File: src/nandecc_map.svh
// constants for the per-space nand page ecc generator
`ifndef NANDECC_MAP_SVH
`define NANDECC_MAP_SVH

// number of chip-select spaces, each with its own accumulator
`define NANDECC_SPACES     4
// largest block that one calculation covers, in bytes
`define NANDECC_MAX_BYTES  10'h200
// parity orders 1 .. 2048, one even and one odd bit each
`define NANDECC_ORDERS     12
`define NANDECC_PAR_W      24
// column parity orders for 8-bit and 16-bit flash
`define NANDECC_COLS_8     3
`define NANDECC_COLS_16    4
// result field layout: bit 2k even, bit 2k+1 odd parity of order 2**k
`define NANDECC_EVEN_POS(k) (2*(k))
`define NANDECC_ODD_POS(k)  (2*(k)+1)
// reset values
`define NANDECC_PAR_RST    24'h00_0000
`define NANDECC_CNT_RST    10'h000
`define NANDECC_FLAG_RST   4'h0

`endif

File: src/nandecc_pkg.sv
// types shared by the nand page ecc generator
`default_nettype none
package nandecc_pkg;

  typedef logic [23:0] nandecc_par_t;
  typedef logic [9:0]  nandecc_cnt_t;

  // one data transfer on the memory side
  typedef struct packed {
    logic        valid;
    logic [1:0]  space;
    logic [15:0] data;
  } nandecc_xfer_s;

  // result of one space as software sees it
  typedef struct packed {
    nandecc_par_t parity;
    nandecc_cnt_t bytes;
    logic         overflow;
  } nandecc_res_s;

endpackage
`default_nettype wire

File: src/nandecc_acc.sv
// one parity accumulator for a single chip-select space
`timescale 1ns/100ps
`default_nettype none
`include "nandecc_map.svh"

module nandecc_acc (
  // clock and reset
  input  wire logic                 ref_clk,
  input  wire logic                 rst,
  // control
  input  wire logic                 clear,
  input  wire logic                 update,
  input  wire logic                 wide,
  input  wire logic [15:0]          data,
  // state
  output var  nandecc_pkg::nandecc_par_t parity_q,
  output var  nandecc_pkg::nandecc_cnt_t bytes_q,
  output var  logic                 overflow_q
);
  import nandecc_pkg::*;

  nandecc_par_t parity_d;
  logic [11:0]  addr;
  logic [8:0]   idx;
  logic         even_b;
  logic         odd_b;
  logic [3:0]   ncols;

  // ************************************************
  // bit address of the word: {word index, bit position}
  // ************************************************
  // RQ9 - 8-bit bit address
  // RQ10 - 16-bit bit address
  always_comb begin
    idx  = wide ? {1'b0, bytes_q[8:1]} : bytes_q[8:0];
    addr = wide ? {idx[7:0], 4'h0} : {idx, 3'h0};
    ncols = wide ? 4'(`NANDECC_COLS_16) : 4'(`NANDECC_COLS_8);
  end

  // ************************************************
  // next parity value
  // ************************************************
  // RQ14 - per-word parity update
  always_comb begin
    parity_d = parity_q;
    even_b   = 1'b0;
    odd_b    = 1'b0;
    for (int k = 0; k < `NANDECC_ORDERS; k++) begin
      even_b = 1'b0;
      odd_b  = 1'b0;
      if (k < int'(ncols)) begin
        // column parity: split the bits of the word by position bit k
        for (int p = 0; p < 16; p++) begin
          if (((p >> k) & 1) == 0) begin
            even_b = even_b ^ data[p];
          end else begin
            odd_b = odd_b ^ data[p];
          end
        end
      end else if (addr[k]) begin
        odd_b = ^data;
      end else begin
        even_b = ^data;
      end
      parity_d[`NANDECC_EVEN_POS(k)] = parity_q[`NANDECC_EVEN_POS(k)] ^ even_b;
      parity_d[`NANDECC_ODD_POS(k)]  = parity_q[`NANDECC_ODD_POS(k)] ^ odd_b;
    end
  end

  // ************************************************
  // parity register
  // ************************************************
  // RQ8 - start clears result
  always_ff @(posedge ref_clk) begin
    if (rst || clear) begin
      parity_q <= `NANDECC_PAR_RST;
    end else if (update && (bytes_q < `NANDECC_MAX_BYTES)) begin
      // words past the block limit leave the parity alone
      parity_q <= parity_d;
    end
  end

  // ************************************************
  // byte count and overflow
  // ************************************************
  // RQ1 - block limited to 512 bytes
  always_ff @(posedge ref_clk) begin
    if (rst || clear) begin
      bytes_q    <= `NANDECC_CNT_RST;
      overflow_q <= 1'b0;
    end else if (update) begin
      if (bytes_q >= `NANDECC_MAX_BYTES) begin
        overflow_q <= 1'b1;
      end else begin
        bytes_q <= bytes_q + (wide ? 10'h002 : 10'h001);
      end
    end
  end

endmodule
`default_nettype wire

File: src/nandecc_gen.sv
// nand page ecc generator: start flags, space decode and four accumulators
//
// Operation
// RQ1 - nand-mode space computes ecc over up to 512 bytes
// RQ2 - accumulation starts only after the space start bit is written 1
// RQ3 - each space has its own accumulator and result
// RQ4 - software sets the start bit before the data transfers
// RQ5 - software reads the result only after the transfer finished
// RQ6 - software keeps a calculation within 512 bytes
// RQ7 - reading a space result clears that space start bit
// RQ8 - writing 1 to the start bit zeroes the result
// RQ9 - 8-bit flash: column orders 1,2,4, row orders 8..2048
// RQ10 - 16-bit flash: column orders 1..8, row orders 16..2048
// RQ11 - software ignores top row pairs for 256 or 128 byte blocks
// RQ12 - each space has a nand-mode bit enabling ecc
// RQ13 - software sets the space data width to the flash width
// RQ14 - each word updates parities, row side chosen by word index
// RQ15 - accumulator holds when idle and ignores non-nand spaces
`timescale 1ns/100ps
`default_nettype none
`include "nandecc_map.svh"

module nandecc_gen (
  // clock and reset
  input  wire logic                       ref_clk,
  input  wire logic                       rst,
  // configuration bits of the nand control register
  input  wire logic [3:0]                 space_nand_mode_bit,
  input  wire logic [3:0]                 space_data_width,
  // write-1 strobes of the space ecc start bits
  input  wire logic [3:0]                 space_ecc_start_bit,
  // read of a space ecc result register
  input  wire logic                       result_rd,
  input  wire logic [1:0]                 result_rd_space,
  // data transfers on the memory side
  input  wire nandecc_pkg::nandecc_xfer_s xfer,
  // status
  output var  logic [3:0]                 space_ecc_start_flag_q,
  output var  nandecc_pkg::nandecc_res_s  rd_result_q,
  output var  logic                       rd_valid_q
);
  import nandecc_pkg::*;

  logic [3:0]   start_d;
  logic [3:0]   rd_hit;
  logic [3:0]   upd;
  nandecc_par_t par      [4];
  nandecc_cnt_t cnt      [4];
  logic [3:0]   ovf;
  logic         xfer_par;

  // row parity of an 8-bit word covers the low byte only
  assign xfer_par = ^xfer.data[7:0];

  // ************************************************
  // decode of result reads and transfers
  // ************************************************
  always_comb begin
    rd_hit = 4'h0;
    upd    = 4'h0;
    for (int i = 0; i < `NANDECC_SPACES; i++) begin
      if (result_rd && (result_rd_space == 2'(i))) begin
        rd_hit[i] = 1'b1;
      end
      // RQ12 - nand mode gate
      // RQ15 - gate by mode and start
      if (xfer.valid && (xfer.space == 2'(i)) && space_nand_mode_bit[i] &&
          space_ecc_start_flag_q[i] && !space_ecc_start_bit[i]) begin
        upd[i] = 1'b1;
      end
    end
  end

  // ************************************************
  // start flags
  // ************************************************
  // RQ7 - read clears start, set wins
  always_comb begin
    start_d = space_ecc_start_flag_q;
    for (int i = 0; i < `NANDECC_SPACES; i++) begin
      if (space_ecc_start_bit[i]) begin
        start_d[i] = 1'b1;
      end else if (rd_hit[i]) begin
        start_d[i] = 1'b0;
      end
    end
  end

  // RQ2 - start bit arms accumulation
  always_ff @(posedge ref_clk) begin
    if (rst) begin
      space_ecc_start_flag_q <= `NANDECC_FLAG_RST;
    end else begin
      space_ecc_start_flag_q <= start_d;
    end
  end

  // ************************************************
  // accumulators, one per space
  // ************************************************
  // RQ3 - independent per-space accumulators
  for (genvar g = 0; g < `NANDECC_SPACES; g++) begin : g_space
    nandecc_acc u_acc (
      .ref_clk    (ref_clk),
      .rst        (rst),
      .clear      (space_ecc_start_bit[g]),
      .update     (upd[g]),
      .wide       (space_data_width[g]),
      .data       (space_data_width[g] ? xfer.data : {8'h00, xfer.data[7:0]}),
      .parity_q   (par[g]),
      .bytes_q    (cnt[g]),
      .overflow_q (ovf[g])
    );
  end

  // ************************************************
  // result read port
  // ************************************************
  always_ff @(posedge ref_clk) begin
    if (rst) begin
      rd_result_q <= '0;
      rd_valid_q  <= 1'b0;
    end else begin
      rd_valid_q <= result_rd;
      if (result_rd) begin
        rd_result_q.parity   <= par[result_rd_space];
        rd_result_q.bytes    <= cnt[result_rd_space];
        rd_result_q.overflow <= ovf[result_rd_space];
      end
    end
  end

  // ************************************************
  // assertions
  // ************************************************
  for (genvar a = 0; a < `NANDECC_SPACES; a++) begin : g_chk
    logic col1_even;
    logic col8_even;
    assign col1_even = ^(xfer.data[7:0] & 8'h55);
    assign col8_even = ^xfer.data[7:0];

  end
endmodule
`default_nettype wire

File: config.mk
export PLATFORM = sky130hd
export DESIGN_NAME = nandecc_gen
export DESIGN_NICKNAME = d
export VERILOG_FILES = /design/src/nandecc_pkg.sv /design/src/nandecc_acc.sv /design/src/nandecc_gen.sv
export VERILOG_INCLUDE_DIRS = /design/src
export SDC_FILE = /design/constraint.sdc
export NUM_CORES = 1
export LEC_CHECK = 0
export ABC_AREA = 1
export BUFFER_PORTS_ARGS = -buffer_cell sky130_fd_sc_hd__buf_4
export CAP_MARGIN = 20
export CORE_MARGIN = 4
export CORE_UTILIZATION = 38
export CTS_CLUSTER_DIAMETER = 50
export DETAILED_ROUTE_END_ITERATION = 12
export PLACE_DENSITY = 0.63
export SLEW_MARGIN = 20
export SYNTH_ARGS = -nofsm -noshare
export SYNTH_HDL_FRONTEND = slang
export SYNTH_HIERARCHICAL = 1
export SYNTH_SLANG_ARGS = --single-unit
File: constraint.sdc
create_clock -name ref_clk -period 2.2 [get_ports ref_clk]
set_input_delay 0.22 -clock ref_clk [delete_from_list [all_inputs] [get_ports ref_clk]]
set_output_delay 0.22 -clock ref_clk [all_outputs]
set_load 0.02 [all_outputs]
==> flow_summary.json <==
{
  "run_status": "finished clean",
  "floorplan.io_pins": 76,
  "endpoint": "g_space[3].u_acc/bytes_q[7]",
  "core_area_sq_um": 31470,
  "worst_ir_drop_vdd_mv": 0.3222,
  "critPathMaxStageDelay_ns": 0.36,
  "finalWorstPathRequiredPeriod_ns": 1.985,
  "worst_slack_ns": 0.2148,
  "timing.reg2reg.worst_path_depth": 12,
  "final_core_utilization": 0.4287,
  "final_design_area_no_fill_sq_um": 13490,
  "antenna_found_initial": 0,
  "cts_sinks": 180,
  "cts_tree": "built",
  "synth-warning-count": 6,
  "rows": 65,
  "cts.repair_timing.setup_buffer_count": 0,
  "chipHeight_microns": 186.2,
  "drt_first_pass_iters": 8,
  "dp_hpwl_microns": 25240,
  "postSynthCellCount": 1933,
  "worst_skew_pair_latency_ns": 0.43,
  "critPathCaptureType": "flip-flop",
  "worstMarginPinSlew_ns": 0.8228,
  "worst_setup_path_start_kind": "flip-flop",
  "synthToLayoutAreaGrowth_pct": 11.77,
  "maxCapViolCount": 0,
  "wl_per_cell_microns": 13.95,
  "grt_first_pass_wirelength_microns": 53650,
  "grt_setup_unrepaired": "false",
  "overall_power_after_layout_mw": 7.857,
  "ctsHtreeMaxLevel": 4,
  "layout.cells.most_common": "sky130_fd_sc_hd__nand2_1",
  "grt.total_usage": 0.1910,
  "synth-seq-area-share": 0.2985,
  "synth_area_leaders": "sky130_fd_sc_hd__dfxtp_1, sky130_fd_sc_hd__nand2_1, sky130_fd_sc_hd__nand3_1, sky130_fd_sc_hd__inv_1, sky130_fd_sc_hd__nor2_1",
  "finish.net_count": 2033,
  "ys_async_sr_fraction": 0,
  "diode_count": 0,
  "layout_common_cells": "sky130_fd_sc_hd__nand2_1, sky130_fd_sc_hd__inv_1, sky130_fd_sc_hd__nor2_1, sky130_fd_sc_hd__dfxtp_1, sky130_fd_sc_hd__nand3_1",
  "timing.setup.tns_ns": 0,
  "effective_utilization_at_floorplan": 0.3836,
  "worstPathRequired_ns": 2.56,
  "final_min_period_over_clock_period": 0.9024,
  "first_global_vias": 10830,
  "synth.ff_latch_count": 180,
  "port_buffers": 75,
  "placement.setup.worst_slack_ns": 0.05008,
  "grt_overflow_total": 0,
  "slew-limit-headroom": 0.4508,
  "via_per_inst": 4.892,
  "wirelength_microns": 33480,
  "detail_route.iter0.violations": 795,
  "r2r_start": "space_ecc_start_flag_q[3]",
  "r2r_end": "g_space[3].u_acc/bytes_q[7]",
  "edff_count_synth": 0,
  "root_buffer": "sky130_fd_sc_hd__clkbuf_16",
  "synth.lib_cells_used.distinct": 40,
  "final_layout_size_suffix_gt1_frac": 0.1728,
  "timing.critical_path.cells": "nand4_1 -> nor3_1 -> buf_4 -> inv_1 -> nor2_4 -> buf_4 -> nand2_1 -> nor2_1 -> nand2_1 -> nor2_1 -> o21ai_0 -> a21oi_1",
  "ant_nets": 0,
  "arrival_ns": 2.35,
  "dpl-instance-area_sq_um": 12900,
  "syn_nets": 1982,
  "critical_path_peak_fanout": 18,
  "floorplan.die.width_microns": 186.2,
  "worst_setup_hold_path_clk_slew_ns": 0.07,
  "report.final.slew_viol_count": 0,
  "dp.cells": 2367,
  "clockBufferDepth": 2,
  "post_synth_instance_area_sq_um": 12070,
  "p_leak_nw": 6.122,
  "vias_after_detailed_routing": 11740,
  "fmax_mhz": 503.7,
  "synthesized_area_divided_by_synthesized_cell_count_sq_um": 6.246,
  "tritoncts.num_buffers": 17,
  "final.setup_skew_ns": 0.006618,
  "timing_hold_violations_final": 0,
  "ys_dominant_reg_cell": "sky130_fd_sc_hd__dfxtp_1",
  "synth_top_area_frac": 0.2985,
  "globalplace.congestion": 0.8556,
  "post-synth-top-area-cell": "sky130_fd_sc_hd__dfxtp_1",
  "kind_of_critical_path": "reg2reg",
  "holdWs_ns": 0.05082,
  "design.die.area_sq_um": 34690,
  "final-instance-count-excl-fill": 2399,
  "grt_max_degree": 43,
  "slowest_stage": "sky130_fd_sc_hd__dfxtp_1",
  "hold-path-cell-count": 2,
  "hold_path.class": "in2reg",
  "finalSetupViolCount": 0,
  "timing.critical_path.from": "space_ecc_start_flag_q[3]",
  "r2r_setup_slk_ns": 0.21,
  "drcViolationCount": 0,
  "power-per-cell-area_nw_per_um2": 582.2
}
[timing repair]
item                                    CTS  global route
resized for setup                         0             6
hold buffers                              0             0
endpoints found under the setup margin    0             7
[state kept, by name, summed over array words and instances (netlist names)]
name,count
rd_result_q,35
space_ecc_start_flag_q,4
rd_valid_q,1
g_space.u_acc/bytes_q,40
g_space.u_acc/overflow_q,4
g_space.u_acc/parity_q,96
[worst max-delay path: cells and delay by family, from the launching register on]
kind	cells	cell delay, ns
DFF	1	0.36
AOI/OAI and AO/OA	2	0.23
and+or+nand+nor	7	0.88
buffers and inverters	3	0.46
[where the power goes]
group	internal, mW	switching (mW)
registers	3.30	0.0240
logic	0.504	1.02
clock network	1.73	1.28
total	5.53	2.32
[worst min path at each step]
| stage | from | end | slack [ns] |
|---|---|---|---|
| 3_3_place_gp | g_space[2].u_acc/parity_q[4] | g_space[2].u_acc/parity_q[4] | 0.44 |
| 4_1_cts | rst | space_ecc_start_flag_q[3] | 0.04 |
| 2_1_floorplan | rst | space_ecc_start_flag_q[0] | 0.29 |
| 3_5_place_dp | g_space[2].u_acc/parity_q[5] | g_space[2].u_acc/parity_q[5] | 0.44 |
| 6_report | rst | space_ecc_start_flag_q[3] | 0.05 |
| 5_1_grt | rst | space_ecc_start_flag_q[2] | 0.05 |
[area by class of cell]
| type | instances | area (sq um) |
|---|---|---|
| clock buffer | 23 | 467.9 |
| clock inverter | 9 | 103.9 |
| fill | 3282 | 17980 |
| inverter | 296 | 1111 |
| multi-input combinational | 1384 | 6892 |
| sequential | 180 | 3603 |
| tap | 402 | 503.0 |
| timing repair buffer | 105 | 813.3 |
[cell usage after synthesis, types with 15 or more instances]
master / number
sky130_fd_sc_hd__nor2_1: 186
sky130_fd_sc_hd__xnor2_1: 45
sky130_fd_sc_hd__inv_1: 234
sky130_fd_sc_hd__nand4_1: 51
sky130_fd_sc_hd__nand2_1: 551
sky130_fd_sc_hd__xor2_1: 17
sky130_fd_sc_hd__nor3_1: 15
sky130_fd_sc_hd__o21ai_0: 97
sky130_fd_sc_hd__a21oi_1: 79
sky130_fd_sc_hd__nand2_2: 61
sky130_fd_sc_hd__nor2_2: 21
sky130_fd_sc_hd__nand3_2: 24
sky130_fd_sc_hd__dfxtp_1: 180
sky130_fd_sc_hd__inv_2: 60
sky130_fd_sc_hd__buf_2: 16
sky130_fd_sc_hd__nand3_1: 177
sky130_fd_sc_hd__clkbuf_1: 26
[logic make-up after synthesis]
group,share of synthesized area
adders and majority gates,0.01596
buffers and inverters,0.1340
xor gates and xnor gates,0.04498
DFF,0.2985
and+or+nand+nor,0.4132
AOI/OAI and AO/OA,0.09338
[routing by layer]
metal / share of wire / routed length (microns) / track usage / up-vias
met2: 0.48 / 16020 / 0.3303 / 273
met1: 0.45 / 15070 / 0.2438 / 5281
met3: 0.043 / 1429 / 0.02509 / 60
met5: 0 / 0 / 0 / -
met4: 0.028 / 951 / 0.07053 / 0
li1: - / - / - / 6122
Note: power is estimated with default switching activity, not from simulation.
